### src/sds_pkg.sv
package sds_pkg;

  localparam int unsigned CLK_HZ        = 25_000_000;
  localparam int unsigned CLK_PERIOD_NS = 40;
  localparam int unsigned SEC_NS        = 1_000_000_000;
  localparam int unsigned SEC_CYCLES    = SEC_NS / CLK_PERIOD_NS;

  localparam int unsigned DLY_W    = 7;
  localparam int unsigned NUM_DLY  = 3;
  localparam int unsigned DLY_START = 0;
  localparam int unsigned DLY_AUX   = 1;
  localparam int unsigned DLY_CAP   = 2;

  localparam logic [3:0] ADR_DELAY  = 4'h0;
  localparam logic [3:0] ADR_MODE   = 4'h4;
  localparam logic [3:0] ADR_STATUS = 4'h8;

  localparam int unsigned DLY_FIELD_STRIDE = 8;
  localparam logic [DLY_W-1:0] DLY_RST = 7'h01;

  localparam int unsigned MODE_CYC_LSB  = 0;
  localparam int unsigned MODE_SEC_LSB  = 3;
  localparam int unsigned MODE_THREE    = 6;
  localparam int unsigned MODE_DUAL     = 7;
  localparam int unsigned MODE_UNUSED   = 8;
  localparam int unsigned MODE_W        = 9;
  localparam logic [MODE_W-1:0] MODE_RST = 9'h038;

  typedef enum logic [1:0] {
    SDS_IDLE,
    SDS_NORMAL,
    SDS_EMERG
  } sds_state_t;

  typedef struct packed {
    logic shutdown_a_closed;
    logic shutdown_b_closed;
    logic stop_closed;
    logic start_closed;
    logic emerg_bypass_closed;
    logic fuse_ok_closed;
    logic overload_ok_closed;
    logic bypass_aux_closed;
    logic line_tick;
    logic cpu_fault;
    logic cpu_bypass_req;
  } sds_contacts_t;

  typedef struct packed {
    logic cpu_start;
    logic cpu_hold_off;
    logic iso_coil;
    logic bypass_coil;
    logic immediate_relay;
    logic delayed_relay;
    logic aux_relay;
    logic cap_relay;
    logic fault_relay;
    logic fuse_relay;
    logic emerg_relay;
    logic dual_adjust;
  } sds_drives_t;

  typedef struct packed {
    logic led_start;
    logic led_fault;
    logic led_fuse;
    logic led_cap;
    logic led_aux;
  } sds_leds_t;

endpackage : sds_pkg

### src/sds_sequencer.sv
// Functional notes
// Forward start to CPU after start delay.
// Each delay uses its own 7-bit setting.
// Binary weights; delay is sum of set bits.
// Per-delay unit select; default seconds, value one.
// Auxiliary outputs change after delay from start.
// Capacitor outputs change after delay from bypass.
// Delayed relay follows command after start delay.
// Immediate relay follows command without delay.
// Emergency bypass holds CPU off, start closes isolation.
// Emergency indication while bypass input closed.
// Fuse relay operates on blown fuse or open disconnect.
// Fault relay changes on any fault condition.
// Opening either interlock means shutdown.
// Customer supplies two-wire or three-wire start logic.
// At-speed taken from bypass contactor auxiliary contact.
// Drive isolation and bypass coils in sequence.
// LEDs: start, fault, fuse, capacitor, auxiliary.
// Board delays add to CPU setpoint, never replace.
// Dual adjust switch enables feature; other unused.
// Units: mains period or one second.
// Three-wire start latch cleared by stop, interlock, fault.
module sds_sequencer
  import sds_pkg::*;
#(
  parameter int unsigned SEC_COUNT = SEC_CYCLES
) (
  input  wire logic          clk_i,
  input  wire logic          rst_i,
  input  wire logic          cyc_i,
  input  wire logic          stb_i,
  input  wire logic          we_i,
  input  wire logic [3:0]    adr_i,
  input  wire logic [3:0]    sel_i,
  input  wire logic [31:0]   dat_i,
  output logic      [31:0]   dat_o,
  output logic               ack_o,
  input  wire sds_contacts_t contacts_i,
  output sds_drives_t        drives_o,
  output sds_leds_t          leds_o
);

  function automatic logic [31:0] merge_bytes(input logic [31:0] old_v,
                                              input logic [31:0] new_v,
                                              input logic [3:0]  sel);
    logic [31:0] r;
    r = old_v;
    for (int b = 0; b < 4; b++) begin
      if (sel[b]) begin
        r[b*8 +: 8] = new_v[b*8 +: 8];
      end
    end
    return r;
  endfunction : merge_bytes

  function automatic logic unit_is_sec(input logic [MODE_W-1:0] mode,
                                       input int unsigned       idx);
    // Seconds jumper wins; with neither jumper fitted, cycles are used.
    return mode[MODE_SEC_LSB + idx];
  endfunction : unit_is_sec

  // Weighted sum of the switch positions; position k is worth 2**k units.
  function automatic logic [DLY_W-1:0] switch_units(
      input logic [DLY_W-1:0] sw);
    logic [DLY_W-1:0] acc;
    acc = '0;
    for (int k = 0; k < DLY_W; k++) begin
      if (sw[k]) begin
        acc = acc + (DLY_W'(1) << k);
      end
    end
    return acc;
  endfunction : switch_units

  function automatic logic [DLY_W-1:0] delay_field(input logic [31:0] word,
                                                    input int          idx);
    return word[idx*DLY_FIELD_STRIDE +: DLY_W];
  endfunction : delay_field

  function automatic logic [31:0] read_select(input logic [3:0]  adr,
                                              input logic [31:0] delay_w,
                                              input logic [31:0] mode_w,
                                              input logic [31:0] status_w);
    logic [31:0] r;
    unique case (adr)
      ADR_DELAY:  r = delay_w;
      ADR_MODE:   r = mode_w;
      ADR_STATUS: r = status_w;
      default:    r = '0;
    endcase
    return r;
  endfunction : read_select

  logic [DLY_W-1:0]   dly_set_r [NUM_DLY];
  logic [MODE_W-1:0]  mode_r;
  logic [DLY_W-1:0]   dly_cnt_r [NUM_DLY];
  logic [NUM_DLY-1:0] dly_done_r;
  logic [31:0]        sec_div_r;
  logic               sec_tick_r;
  logic               run_latch_r;
  logic               at_speed_r;
  sds_state_t         state_r;
  sds_state_t         state_nxt;
  logic               ack_r;
  logic [31:0]        dat_r;
  sds_drives_t        drv_r;
  sds_drives_t        drv_nxt;
  sds_leds_t          led_r;
  sds_leds_t          led_nxt;

  wire logic        bus_req   = cyc_i & stb_i & ~ack_r;
  wire logic        wr_delay  = bus_req & we_i & (adr_i == ADR_DELAY);
  wire logic        wr_mode   = bus_req & we_i & (adr_i == ADR_MODE);
  wire logic [31:0] delay_rd  = {9'h000, dly_set_r[DLY_CAP],
                                 1'b0, dly_set_r[DLY_AUX],
                                 1'b0, dly_set_r[DLY_START]};
  wire logic [31:0] delay_wr  = merge_bytes(delay_rd, dat_i, sel_i);
  wire logic [31:0] mode_wr   = merge_bytes({23'h000000, mode_r},
                                            dat_i, sel_i);

  wire logic interlocks_ok = contacts_i.shutdown_a_closed &
                             contacts_i.shutdown_b_closed;
  wire logic fuse_blown    = ~contacts_i.fuse_ok_closed;
  wire logic any_fault     = fuse_blown | ~contacts_i.overload_ok_closed |
                             contacts_i.cpu_fault;
  wire logic permissive    = interlocks_ok & ~any_fault;
  wire logic three_wire    = mode_r[MODE_THREE];
  wire logic run_latch_nxt = permissive & contacts_i.stop_closed &
                             (run_latch_r | contacts_i.start_closed);
  // Two-wire: maintained contact; three-wire: latched push-buttons. R14
  wire logic run_cmd       = three_wire ? run_latch_r
                                        : (permissive &
                                           contacts_i.start_closed);
  wire logic emerg         = contacts_i.emerg_bypass_closed;
  // Normally-closed bypass auxiliary opens once the bypass has pulled in.
  wire logic at_speed_nxt  = ~contacts_i.bypass_aux_closed &
                             drv_r.bypass_coil;
  wire logic [NUM_DLY-1:0] dly_arm = {at_speed_r & ~emerg, run_cmd,
                                      run_cmd};
  wire logic [NUM_DLY-1:0] dly_tick;
  wire logic [DLY_W-1:0]   dly_target [NUM_DLY];
  wire logic               sec_wrap = (sec_div_r == SEC_COUNT - 1);

  for (genvar g = 0; g < NUM_DLY; g++) begin : g_tick
    assign dly_tick[g] = unit_is_sec(mode_r, g) ? sec_tick_r
                                                : contacts_i.line_tick;
    assign dly_target[g] = switch_units(dly_set_r[g]);
  end

  // The CPU stays out of the sequence while the emergency input is closed.
  wire logic normal_run  = (state_r == SDS_NORMAL) & run_cmd & ~emerg;
  wire logic start_fwd   = normal_run & dly_done_r[DLY_START];
  wire logic iso_nxt     = run_cmd & (state_nxt != SDS_IDLE);
  wire logic bypass_nxt  = normal_run & contacts_i.cpu_bypass_req;
  wire logic delayed_nxt = run_cmd & dly_done_r[DLY_START];
  wire logic aux_nxt     = run_cmd & dly_done_r[DLY_AUX];
  wire logic cap_nxt     = dly_arm[DLY_CAP] & dly_done_r[DLY_CAP];

  always_comb begin
    state_nxt = state_r;
    unique case (state_r)
      SDS_IDLE: begin
        if (run_cmd) begin
          state_nxt = emerg ? SDS_EMERG : SDS_NORMAL;
        end
      end
      SDS_NORMAL, SDS_EMERG: begin
        if (!run_cmd) begin
          state_nxt = SDS_IDLE;
        end
      end
      default: begin
        state_nxt = SDS_IDLE;
      end
    endcase
  end

  always_comb begin
    drv_nxt                 = '0;
    drv_nxt.cpu_hold_off    = emerg;
    drv_nxt.immediate_relay = run_cmd;
    drv_nxt.delayed_relay   = delayed_nxt;
    // CPU applies its own start setpoint on top of this delay. R18
    drv_nxt.cpu_start       = start_fwd;
    drv_nxt.iso_coil        = iso_nxt;
    drv_nxt.bypass_coil     = bypass_nxt;
    drv_nxt.aux_relay       = aux_nxt;
    drv_nxt.cap_relay       = cap_nxt;
    drv_nxt.fault_relay     = any_fault;
    drv_nxt.fuse_relay      = fuse_blown;
    drv_nxt.emerg_relay     = emerg;
    drv_nxt.dual_adjust     = mode_r[MODE_DUAL];
  end

  always_comb begin
    led_nxt.led_start = run_cmd;
    led_nxt.led_fault = any_fault;
    led_nxt.led_fuse  = fuse_blown;
    led_nxt.led_cap   = cap_nxt;
    led_nxt.led_aux   = aux_nxt;
  end

  // Free-running divider, so the first unit after arming may be short.
  always_ff @(posedge clk_i) begin
    if (rst_i) begin
      sec_div_r <= '0;
    end else begin
      sec_div_r <= sec_wrap ? '0 : sec_div_r + 32'h1;
    end
  end

  always_ff @(posedge clk_i) begin
    if (rst_i) begin
      sec_tick_r <= 1'b0;
    end else begin
      sec_tick_r <= sec_wrap;
    end
  end

  // Count whole units while armed; done when count reaches the target. R3
  always_ff @(posedge clk_i) begin
    for (int i = 0; i < NUM_DLY; i++) begin
      if (rst_i || !dly_arm[i]) begin
        dly_cnt_r[i]  <= '0;
        dly_done_r[i] <= 1'b0;
      end else if (dly_cnt_r[i] >= dly_target[i]) begin
        dly_done_r[i] <= 1'b1;
      end else if (dly_tick[i]) begin
        dly_cnt_r[i] <= dly_cnt_r[i] + 7'h01;
      end
    end
  end

  always_ff @(posedge clk_i) begin
    if (rst_i) begin
      for (int i = 0; i < NUM_DLY; i++) begin
        dly_set_r[i] <= DLY_RST;
      end
    end else if (wr_delay) begin
      for (int i = 0; i < NUM_DLY; i++) begin
        dly_set_r[i] <= delay_field(delay_wr, i);
      end
    end
  end

  always_ff @(posedge clk_i) begin
    if (rst_i) begin
      mode_r <= MODE_RST;
    end else if (wr_mode) begin
      mode_r <= mode_wr[MODE_W-1:0];
    end
  end

  wire logic [31:0] mode_rd   = {23'h000000, mode_r};
  wire logic [31:0] status_rd = {13'h0000, state_r, at_speed_r, run_cmd,
                                 dly_done_r, drv_r};
  wire logic [31:0] read_nxt  = read_select(adr_i, delay_rd, mode_rd,
                                            status_rd);

  // A request is answered on the next edge; ack_r masks it meanwhile.
  always_ff @(posedge clk_i) begin
    if (rst_i) begin
      ack_r <= 1'b0;
    end else begin
      ack_r <= bus_req;
    end
  end

  // Read data holds the last value read until the next read.
  always_ff @(posedge clk_i) begin
    if (rst_i) begin
      dat_r <= '0;
    end else if (bus_req && !we_i) begin
      dat_r <= read_nxt;
    end
  end

  always_ff @(posedge clk_i) begin
    if (rst_i) begin
      state_r <= SDS_IDLE;
    end else begin
      state_r <= state_nxt;
    end
  end

  always_ff @(posedge clk_i) begin
    if (rst_i) begin
      run_latch_r <= 1'b0;
    end else begin
      run_latch_r <= run_latch_nxt;
    end
  end

  always_ff @(posedge clk_i) begin
    if (rst_i) begin
      at_speed_r <= 1'b0;
    end else begin
      at_speed_r <= at_speed_nxt;
    end
  end

  always_ff @(posedge clk_i) begin
    if (rst_i) begin
      drv_r <= '0;
    end else begin
      drv_r <= drv_nxt;
    end
  end

  always_ff @(posedge clk_i) begin
    if (rst_i) begin
      led_r <= '0;
    end else begin
      led_r <= led_nxt;
    end
  end

  assign dat_o    = dat_r;
  assign ack_o    = ack_r;
  assign drives_o = drv_r;
  assign leds_o   = led_r;

endmodule : sds_sequencer

### config.mk
export PLATFORM = sky130hd
export DESIGN_NAME = sds_sequencer
export DESIGN_NICKNAME = d
export VERILOG_FILES = /design/src/sds_pkg.sv /design/src/sds_sequencer.sv
export SDC_FILE = /design/constraint.sdc
export NUM_CORES = 1
export LEC_CHECK = 0
export BUFFER_PORTS_ARGS = -buffer_cell sky130_fd_sc_hd__buf_2
export CAP_MARGIN = 0
export CELL_PAD_IN_SITES_DETAIL_PLACEMENT = 2
export CELL_PAD_IN_SITES_GLOBAL_PLACEMENT = 2
export CORE_UTILIZATION = 36
export CTS_BUF_LIST = sky130_fd_sc_hd__clkbuf_8
export CTS_CLUSTER_SIZE = 8
export DETAILED_ROUTE_END_ITERATION = 10
export PLACE_DENSITY_LB_ADDON = 0.2
export RECOVER_POWER = 25
export SYNTH_ARGS = -nofsm -noshare
export SYNTH_HDL_FRONTEND = slang
export SYNTH_SLANG_ARGS = --single-unit
export TNS_END_PERCENT = 50
### constraint.sdc
create_clock -name clk_i -period 2.7 [get_ports clk_i]
set_input_delay 0.135 -clock clk_i [delete_from_list [all_inputs] [get_ports clk_i]]
set_output_delay 0.135 -clock clk_i [all_outputs]
set_load 0.01 [all_outputs]
# Yosys cells after proc, flatten, opt, wreduce, memory -nomap -nowiden
# Memories as Yosys holds them, arrays and structs flattened.
# Index checks and enable logic that the tools add are counted.
totals:
  register_bits: 93
  ramBits: 42
  in_bits: 56
  wordCells: 163
  mem_count: 2
op_classes:
  n_addsub: 22
  n_lt_le_gt_ge: 3
  eq_ne: 5
  n_mux: 60
  bitwise_logic: 35
  reduce_logical: 13
mem_list:
  columns: ["name", "depth", "width", "read_ports", "rd_clocked_by_memory_dff", "wr", "line", "source"]
  rows:
  - ["dly_cnt_r", 3, 7, 3, 0, 3, "sds_sequencer.sv:96", "logic [DLY_W-1:0] dly_cnt_r [NUM_DLY];"]
  - ["dly_set_r", 3, 7, 3, 0, 3, "sds_sequencer.sv:94", "logic [DLY_W-1:0] dly_set_r [NUM_DLY];"]
op_table:
  columns: ["op", "n"]
  rows:
  - ["$mux W7", 27]
  - ["$pmux W23 S3", 1]
  - ["$add A32 B1 Y32 const B", 1]
  - ["$eq A32 B25 Y1 const B", 1]
  - ["$mux W1", 28]
  - ["$add A7 B1 Y7 const B", 3]
  - ["$add A7 B2 Y7 const B", 3]
  - ["$add A7 B3 Y7 const B", 3]
  - ["$add A7 B4 Y7 const B", 3]
  - ["$add A7 B5 Y7 const B", 3]
  - ["$add A7 B6 Y7 const B", 3]
  - ["$add A7 B7 Y7 const B", 3]
  - ["$ge A7 B7 Y1", 3]
  - ["$and A1 B1 Y1", 20]
  - ["$or A1 B1 Y1", 9]
  - ["$mux W2", 3]
  - ["$not A1 Y1", 6]
  - ["$eq A4 B3 Y1 const B", 1]
  - ["$eq A4 B4 Y1 const B", 1]
  - ["$logic_not A4 Y1", 1]
  - ["$pmux W2 S2", 1]
  - ["$reduce_and A2 Y1", 2]
  - ["$reduce_or A2 Y1", 2]
  - ["$logic_not A1 Y1", 3]
  - ["other kinds (6)", 7]

# Logic depth before layout (Yosys ltp)
# Gate-level depths: netlist of the first run.
# An unclocked memory read counts as a cell.
depth:
  word_depth: 19
  depth_mapped: 7
  mapped_depth_nobuf: 7

# Least setup slack after synthesis of the first run
# No wires, ideal clock.
synth_path:
  path_type: "reg-to-reg"
  startpoint: "memory dly_cnt_r[1][0]"
  endpoint: "memory dly_cnt_r[1][0] (enable)"
  arrival_time_ps: 1968
  required_time_ps: 2317
  path_slack_ps: 349
  path_stages_with_launch: 8
  path_cell_list: "edfxtp_1 > inv_1 > ha_1 > nand2b_1 > a211o_1 > a21oi_1 > nor2_1 > o31ai_1"
synth_lines:
  columns: ["element", "line"]
  rows:
  - ["start: declaration", "sds_sequencer.sv:96"]

==> results.py, run 1 <==
metrics = {
    "status": {
        "status": "complete, no violations",
    },
    "flow_run": {
        "maxCapViolCount": 0,
    },
    "setup_path": {
        "cp_num_buf_inv": 1,
        "required_ns": 2.83,
        "critPathSlowestCell": "dlygate4sd3_1",
        "worstSetupEndpointType": "flip-flop",
        "critical-path-top-delay-family": "simple AND/OR/NAND/NOR gates",
        "critical_path.startpoint": "ack_o",
        "cp_common_cell": "nand2_1",
        "start_kind": "flip-flop",
        "path_class": "flip-flop to flip-flop",
        "cp_slowest_stage_delay_ns": 0.59,
        "path_cells": "nand3b_4, dlygate4sd3_1, nor2_1, and3_1, nand2_1, nand2_1",
        "cp_max_fo": 12,
        "cp.arrival_ns": 2.67,
        "r2r_start": "ack_o",
    },
    "yosys": {
        "yosysTopAreaCell": "dfxtp_1",
        "synth_edf_count": 42,
        "synth_cells": 603,
        "yosys_warnings": 0,
        "yosys-top-cells-area": "dfxtp_1 28%, edfxtp_1 21%, ha_1 5.9%",
        "yosysUniqueCellTypes": 58,
        "yosys.area.top_type_share_pct": 28.1,
        "syn_avg_cell_area_um2": 9.92,
        "synth_ff_type": "dfxtp_1",
        "synth-async-reset-ratio_pct": 0,
        "ys_seq_elements": 126,
        "synth-seq-area-share_pct": 49.2,
        "syn_area_um2": 5980,
        "synth_common_cells": "84 x dfxtp_1, 84 x nor2_1, 47 x nand2_1",
    },
    "placement": {
        "gp_congestion": 0.796,
        "dp.cells": 892,
        "port_buffers": 85,
        "post-place-ws_ns": 0.513,
        "place_hpwl_mm": 12.7,
    },
    "timing": {
        "drv_slew": 0,
        "fin_hold_ws_ns": 0.0178,
        "relSlewSlack_pct": 15.3,
        "finClkSkew_ns": 0.0139,
        "tightestPinTransition_ns": 1.27,
        "fin_crit_ns": 2.54,
        "hold_viol": 0,
        "worst_slack_ns": 0.160,
        "setup_viol": 0,
        "fmax_mhz": 394,
        "min_period_over_period_pct": 94.1,
        "rsz0062_at_grt": "no",
        "setup_tns_ns": 0,
    },
    "cells_and_area": {
        "final_nets": 811,
        "syn_to_final_growth_pct": 21.9,
        "stdcell_count": 956,
        "layout-drive-gt1-share_pct": 14.1,
        "insertedDiodeCount": 0,
        "fillers": 1739,
    },
    "pwr": {
        "irDropWorstVdd_mv": 0.388,
        "powerDensity_nw_per_um2": 542,
        "p_leak_nw": 2.91,
        "finalPower_mw": 3.95,
    },
    "clock_tree": {
        "htreeDepth": 4,
        "path_clk_slew_ns": 0.08,
        "clk-insertion-delay-late_ns": 0.46,
        "cts_buffers": 17,
        "root_buffer": "clkbuf_8",
        "cts_buffer_depth": 2,
        "cts.sinks": 126,
        "cts_tree": "built",
        "cts.repair.resized": 0,
    },
    "min_path": {
        "min_from": "dat_i[3]",
        "hold_path_class": "primary input to flip-flop",
    },
    "routing": {
        "wirelength_mm": 17.9,
        "routed_via_density": 5.14,
        "drtAntennaViolNets": 0,
        "routedWlPerCell_um": 18.7,
        "dr.pass1.iters": 5,
        "drc": 0,
        "vias": 4918,
        "drt-initial-drc-count": 173,
    },
    "grt": {
        "overflow": 0,
        "grt.total_usage_pct": 22.2,
        "grt_max_degree": 24,
        "grt_pass1_vias": 5259,
        "grt_pass1_wl_mm": 28.1,
        "antenna_found_initial": 0,
    },
    "floorplanning": {
        "io_pins": 106,
        "rows": 46,
        "coreArea_um2": 16100,
        "die_h_um": 131,
        "die_area_um2": 17100,
        "initial_utilization_pct": 37.3,
        "die_w_um": 131,
    },
}
through the flow:
| step | instance area (um^2) | util, % |
|---|---|---|
| detailed placement | 6610 | 41.2 |
| global placement | 6610 | 41.2 |
| finish | 7300 | 45.4 |
| global route | 7300 | 45.4 |
| floorplan | 6010 | - |
| CTS | 7360 | 45.8 |
final timing paths:
kind                      end  slack (ns)  cells after the start
min reg2reg      sec_div_r[0]        0.45                      1
max          dly_set_r[0][10]        0.16                      6
max reg2reg  dly_set_r[0][10]        0.16                      6
min                 mode_r[3]        0.02                      3
worst min-delay path, delay by kind of cell:
| family | cells | cell delay, ns |
|---|---|---|
| AND/OR/NAND/NOR | 2 | 0.19 |
| buffers and inverters | 1 | 0.11 |
placed cells by master, fill, tap and decap left out, types with 11 or more instances in the layout:
| master | count |
|---|---|
| dlygate4sd3_1 | 32 |
| edfxtp_1 | 42 |
| and2_1 | 25 |
| buf_4 | 13 |
| buf_2 | 43 |
| xnor2_1 | 17 |
| nand3_1 | 33 |
| xor2_1 | 28 |
| clkbuf_1 | 43 |
| dfxtp_1 | 84 |
| ha_1 | 28 |
| a22oi_1 | 17 |
| nor2_1 | 85 |
| nand2_1 | 47 |
| o21ai_0 | 19 |
| and3_1 | 11 |
| clkbuf_8 | 17 |
| inv_1 | 33 |
| nand4_1 | 14 |
cells by family after synthesis:
family,synth area share [%]
and+or+nand+nor,22.9
muxes,0.690
buffers and inverters,5.56
other,0.0627
adders and majority gates,5.85
AOI/OAI and AO/OA,9.20
DFF,49.2
xor gates and xnor gates,6.59
area by class of cell:
| class | instances | area (um^2) | share of cell area (%) |
|---|---|---|---|
| clock buffer | 17 | 234 | 3.21 |
| clock inverter | 15 | 189 | 2.59 |
| inverter | 33 | 124 | 1.70 |
| multi-input combinational | 418 | 2740 | 37.6 |
| sequential | 126 | 2940 | 40.3 |
| tap | 216 | 270 | 3.70 |
| timing repair buffer | 131 | 795 | 10.9 |
power by group:
group / switching, mW / internal, mW / leakage [nW]
clock network: 0.835 / 0.926 / 0.212
registers: 0.0165 / 1.97 / 1.14
logic: 0.119 / 0.0878 / 1.56
total: 0.970 / 2.98 / 2.91
sequential cells by signal, indices dropped and copies added (netlist names), 3 cells and up:
register	count
sec_div_r	32
dat_o	23
dly_cnt_r	21
dly_set_r	21
mode_r	9
drives_o	6
leds_o	5
dly_done_r	3
timing repair:
item | CTS | global route
hold endpoints to repair | 34 | 0
hold buffers | 32 | 0
setup buffers | 0 | 0
layer usage:
metal  track usage, %  share of wire, %  vias to the layer above  wire length (um)
li1                 -                 -                     2336                 -
met1             26.0                42                     2447              7600
met2             40.9                52                      121              9390
met3             3.99               4.0                       14               721
met4             7.10               1.0                        0               187
met5                0                 0                        -                 0
Note: power is estimated with default switching activity, not from simulation.
==> run 2, diff against run 1 <==
ABC_AREA = 1   (was unset)
CORE_UTILIZATION = 34   (was 36)
==> run 2 against run 1 <==
Net effect: the run now ends with DRC left; hold slack better by 0.0057 ns; count of clock-buffer cells in the layout stayed put; register-to-register slack better by 0.24 ns; via count is 17% higher; maximum frequency is 11% higher; sequential share of layout area is 1.4 points lower; routed wire length is 24% higher; critical endpoint is now dly_set_r[0][14]; final cell count is 19% higher; clock skew is 0.00083 ns lower.
==> results.py, run 2 <==
metrics = {
    "status": {
        "status": "finished with violations",
        "violations": "DRC",
    },
    "yosys": {
        "synth_compound_area_share_pct": 8.59,
        "synth-seq-area-share_pct": 46.3,
        "synthXorXnorAreaFrac_pct": 3.58,
        "yosysUniqueCellTypes": 46,
        "synth_edf_count": 42,
        "syn_avg_cell_area_um2": 8.08,
        "yosys.area_share.simple_pct": 26.5,
        "synth-async-reset-ratio_pct": 0,
        "muxShareOfSynthArea_pct": 0,
        "yosysTopAreaCell": "dfxtp_1",
        "yosys.area.top_type_share_pct": 26.5,
        "syn_area_um2": 6350,
        "ys_seq_elements": 126,
        "synth_common_cells": "180 x nand2_1, 96 x inv_1, 85 x nor2_1",
        "yosys_warnings": 0,
        "yosys-top-cells-area": "dfxtp_1 26%, edfxtp_1 20%, nand2_1 11%",
        "synth_top_family_by_area": "simple AND/OR/NAND/NOR gates",
        "synth_cells": 786,
        "synthMostInstantiatedCell": "nand2_1",
        "yosys.area_share.adder_pct": 5.51,
        "synth_ff_type": "dfxtp_1",
    },
    "floorplanning": {
        "die_w_um": 139,
        "initial_utilization_pct": 35.0,
        "rows": 49,
        "io_pins": 106,
        "die_h_um": 139,
        "die_area_um2": 19200,
        "coreArea_um2": 18100,
    },
    "clock_tree": {
        "path_clk_slew_ns": 0.08,
        "cts_tree": "built",
        "cts.repair.resized": 0,
        "root_buffer": "clkbuf_8",
        "cts_buffers": 17,
        "cts_buffer_depth": 2,
        "clk-insertion-delay-late_ns": 0.45,
        "cts.sinks": 126,
        "post_cts.repair.setup_buffers": 0,
        "htreeDepth": 4,
    },
    "cells_and_area": {
        "regMostFlops": "sec_div_r",
        "layout-drive-gt1-share_pct": 10.6,
        "seqCellArea_um2": 2940,
        "fin_area_um2": 7560,
        "fillers": 2124,
        "largest_reg_flops": 32,
        "syn_to_final_growth_pct": 18.9,
        "final_nets": 982,
        "multi_input_area_um2": 2830,
        "mostFrequentLayoutCell": "nand2_1",
        "insertedDiodeCount": 0,
        "final_cell_mix": "180 x nand2_1, 97 x inv_1, 86 x nor2_1",
    },
    "timing": {
        "setup_viol": 0,
        "drv_slew": 0,
        "rsz0062_at_grt": "no",
        "relSlewSlack_pct": 39.4,
        "tightestPinTransition_ns": 0.902,
        "fmax_mhz": 435,
        "setup_tns_ns": 0,
        "fin_crit_ns": 2.30,
        "min_period_over_period_pct": 85.1,
        "finClkSkew_ns": 0.0130,
        "hold_viol": 0,
    },
    "setup_path": {
        "start_kind": "flip-flop",
        "path_class": "flip-flop to flip-flop",
        "cp_max_fo": 19,
        "cp.arrival_ns": 2.50,
        "reg2reg_depth": 5,
        "worstSetupEndpointType": "flip-flop",
        "required_ns": 2.90,
    },
    "grt": {
        "gr-usage-met2_pct": 45.2,
        "grt.total_usage_pct": 23.8,
        "use_met1_pct": 26.5,
        "grt_pass1_vias": 6443,
        "grt_pass1_wl_mm": 35.1,
        "grt_use_met3_pct": 4.35,
        "antenna_found_initial": 0,
        "grt_max_degree": 33,
        "overflow": 0,
        "busiest_layer": "met2",
    },
    "min_path": {
        "hold_path_class": "primary input to flip-flop",
        "min_delay_path_depth": 3,
    },
    "routing": {
        "dr.pass1.iters": 8,
        "drc": 9,
        "routedWlPerCell_um": 19.5,
        "vias": 5772,
        "routed_via_density": 5.06,
        "drt-initial-drc-count": 217,
        "drtAntennaViolNets": 0,
        "wirelength_mm": 22.2,
    },
    "placement": {
        "place_area_um2": 6930,
        "gp_congestion": 0.843,
        "port_buffers": 85,
        "place_hpwl_mm": 15.8,
    },
    "pwr": {
        "powerDensity_nw_per_um2": 539,
        "irDropWorstVdd_mv": 0.290,
        "p_leak_nw": 2.90,
    },
    "flow_run": {
        "maxCapViolCount": 0,
    },
}
[run 2: final timing paths]
| check | from | end | slack (ns) |
|---|---|---|---|
| worst max-delay path | ack_o | dly_set_r[0][14] | 0.40 |
| worst min-delay path | dat_i[12] | dly_set_r[0][11] | 0.02 |
| worst max register to register | ack_o | dly_set_r[0][14] | 0.40 |
| worst min register to register | dat_o[5] | dat_o[5] | 0.47 |
[run 2: kinds of logic (layout without fill, tap and decap cells)]
kind of cell / Yosys count / count (layout)
buffers and inverters: 134 / 251
adders and majority gates: 28 / 28
and+or+nand+nor: 376 / 376
other: 1 / 9
xor gates and xnor gates: 26 / 26
DFF: 126 / 126
AOI/OAI and AO/OA: 95 / 95
[run 2: metrics by stage]
| stage | hold slack [ns] | util, % | power (mW) | setup WS, ns | cells |
|---|---|---|---|---|---|
| 3_3_place_gp | 0.308 | 38.2 | 2.20 | 0.577 | 1082 |
| 3_5_place_dp | 0.311 | 38.2 | 2.21 | 0.455 | 1082 |
| 2_1_floorplan | 0.207 | - | 2.14 | 0.861 | 794 |
| 5_1_grt | 0.0163 | 41.6 | 4.22 | 0.229 | 1140 |
| 4_1_cts | 0.00357 | 42.0 | 4.11 | 0.444 | 1140 |
| 6_report | 0.0235 | 41.6 | 4.07 | 0.401 | 1140 |
[run 2: timing repair]
item / in CTS / in global routing
endpoints found under the hold margin: 28 / 0
hold buffers: 26 / 0
setup endpoints to repair: 0 / 0
[run 2: layer usage]
layer,routed length [um],vias to the layer above,part of all wire [%]
met4,586,0,2.6
met5,0,-,0
met2,11900,116,54
li1,-,2767,-
met3,609,38,2.7
met1,9080,2851,41
[run 2: area by class of cell]
class                   count  area share (%)
flip-flops and latches    126            38.9
repair buffers            117            8.97
clock buffers              17            3.10
well taps                 229            3.79
multi-input cells         534            37.4
inverters                 102            5.10
clock inverters            15            2.67
[run 2: worst max-delay path, cell delays in order (launching register included)]
cell	delay [ns]
dfxtp_1	0.33
nor2_1	0.14
nand2_1	0.13
nor3_1	0.71
inv_2	0.41
or2_1	0.32
[run 2: power by group]
group / switching, mW / internal [mW] / leakage (nW) / total (mW)
Sequential: 0.0159 / 1.97 / 1.14 / 1.99
Clock: 0.791 / 1.08 / 0.223 / 1.87
Combinational: 0.133 / 0.0819 / 1.54 / 0.215
Total: 0.940 / 3.13 / 2.90 / 4.07
==> run 3, diff against run 2 <==
CORE_ASPECT_RATIO = 1.2   (was unset)
==> run 3 against run 2 <==
Net effect: the flow now finishes without violations; first-iteration DRC count down 14%; design area about the same; final cell count about the same; clock skew up 0.0030 ns; hold slack better by 0.029 ns; flip-flop and latch count unchanged; clock power down 12%; count of clock-buffer cells in the layout unchanged; highest routed layer unchanged; global-route usage down 0.38 points; power down 5.3%.
==> results.py, run 3 (synthesis results as in run 2) <==
metrics = {
    "status": {
        "status": "complete, no violations",
    },
    "grt": {
        "antenna_found_initial": 0,
        "grt_max_degree": 33,
        "overflow": 0,
        "grt_pass1_wl_mm": 34.1,
        "grt.total_usage_pct": 23.5,
        "grt_pass1_vias": 6455,
    },
    "setup_path": {
        "path_cells": "dlygate4sd3_1, buf_2, nand2_1, dlygate4sd3_1, nor2_1, nand2_1, nor2_1, a21oi_1, a311oi_1, dlygate4sd3_1",
        "start_kind": "primary input",
        "required_ns": 3.11,
        "cp.arrival_ns": 2.84,
        "cp.depth": 10,
        "reg2reg_depth": 9,
        "worstSetupEndpointType": "flip-flop",
        "path_class": "primary input to flip-flop",
        "cp_num_buf_inv": 4,
        "cp_max_fo": 3,
        "critPathSlowestCell": "dlygate4sd3_1",
        "cp_common_cell": "dlygate4sd3_1",
        "critical-path-top-delay-family": "buffers and inverters",
        "cp_slowest_stage_delay_ns": 0.59,
    },
    "floorplanning": {
        "die_w_um": 127,
        "io_pins": 106,
        "initial_utilization_pct": 34.8,
        "rows": 54,
        "die_h_um": 152,
        "die_area_um2": 19200,
        "coreArea_um2": 18200,
    },
    "clock_tree": {
        "root_buffer": "clkbuf_8",
        "cts_buffer_depth": 2,
        "clk-insertion-delay-late_ns": 0.47,
        "cts.sinks": 126,
        "post_cts.repair.setup_buffers": 0,
        "htreeDepth": 4,
        "hold_buffers": 33,
        "cts_buffers": 17,
        "cts_tree": "built",
        "cts.repair.resized": 0,
        "path_clk_slew_ns": 0.08,
    },
    "placement": {
        "place_area_um2": 6910,
        "port_buffers": 85,
        "gp_congestion": 0.873,
        "place_hpwl_mm": 15.6,
        "post-place-ws_ns": 0.461,
        "dp.cells": 1076,
    },
    "cells_and_area": {
        "stdcell_count": 1141,
        "layout-drive-gt1-share_pct": 10.4,
        "largest_reg_flops": 32,
        "regMostFlops": "sec_div_r",
        "final_nets": 988,
        "multi_input_area_um2": 2840,
        "syn_to_final_growth_pct": 19.0,
        "seqCellArea_um2": 2940,
        "fillers": 2125,
        "insertedDiodeCount": 0,
        "mostFrequentLayoutCell": "nand2_1",
        "fin_area_um2": 7560,
        "final_cell_mix": "180 x nand2_1, 98 x inv_1, 86 x nor2_1",
    },
    "pwr": {
        "irDropWorstVdd_mv": 0.272,
        "powerDensity_nw_per_um2": 510,
        "p_leak_nw": 2.90,
        "finalPower_mw": 3.86,
    },
    "timing": {
        "hold_viol": 0,
        "setup_tns_ns": 0,
        "drv_slew": 0,
        "rsz0062_at_grt": "no",
        "fin_crit_ns": 2.43,
        "tightestPinTransition_ns": 1.32,
        "worst_slack_ns": 0.267,
        "fmax_mhz": 411,
        "setup_viol": 0,
        "finClkSkew_ns": 0.0161,
        "relSlewSlack_pct": 12.1,
        "min_period_over_period_pct": 90.1,
    },
    "routing": {
        "dr.pass1.iters": 6,
        "vias": 5734,
        "drc": 0,
        "drtAntennaViolNets": 0,
        "drt-initial-drc-count": 187,
        "wirelength_mm": 21.7,
        "routed_via_density": 5.03,
        "routedWlPerCell_um": 19.0,
    },
    "min_path": {
        "hold_path_class": "primary input to flip-flop",
        "min_delay_path_depth": 3,
    },
    "flow_run": {
        "maxCapViolCount": 0,
    },
}
run 3: changes by cell type in the layout (fill, tap and decap cells not counted), moves of 2 or more:
cell           change
clkbuf_1           +3
buf_4              -3
clkinv_4           +3
bufinv_16          -3
clkinvlp_4         +2
clkinv_2           -3
clkinv_1           -2
dlygate4sd3_1      +7
run 3: power breakdown:
part | switching, mW | total (mW) | internal [mW]
clock | 0.837 | 1.65 | 0.814
sequential | 0.0160 | 1.99 | 1.97
combinational | 0.133 | 0.218 | 0.0848
run 3: final timing paths:
| path | from | endpoint | slack, ns |
|---|---|---|---|
| setup reg to reg | dly_cnt_r[1][0] | dly_cnt_r[1][3] | 0.41 |
| setup / recovery | stb_i | mode_r[8] | 0.27 |
| hold reg to reg | dat_o[4] | dat_o[4] | 0.47 |
| hold / removal | dat_i[21] | dly_set_r[0][19] | 0.05 |
run 3: worst register-to-register path, stage by stage, from the launching register on:
cell and delay, ns:
edfxtp_1 0.45, inv_1 0.12, ha_1 0.25, inv_1 0.09, nand2_1 0.06, nand2_1 0.07, a21boi_0 0.08, o21bai_1 0.21
nand3_1 0.29, nand2_1 0.35
run 3: layout make-up:
class                      count  share of cell area, %
tap                          224                   3.71
inverter                     102                   5.10
clock inverter                15                   1.97
multi-input combinational    534                   37.5
sequential                   126                   38.9
clock buffer                  17                   3.09
timing repair buffer         123                   9.68
run 3: per-stage QoR:
step	hold WS [ns]	util, %
detailed placement	0.316	37.9
CTS	0.0130	41.8
global route	0.0618	41.5
floorplan	0.207	-
global placement	0.313	37.9
finish	0.0527	41.5
run 3: per-layer routing:
metal	routed length, um	share of wire [%]	vias to the layer above	global-route usage [%]
met4	537	2.5	0	9.64
met2	11700	54	98	45.1
li1	-	-	2779	-
met1	8830	41	2819	25.5
met3	538	2.5	38	4.00
met5	0	0	-	0
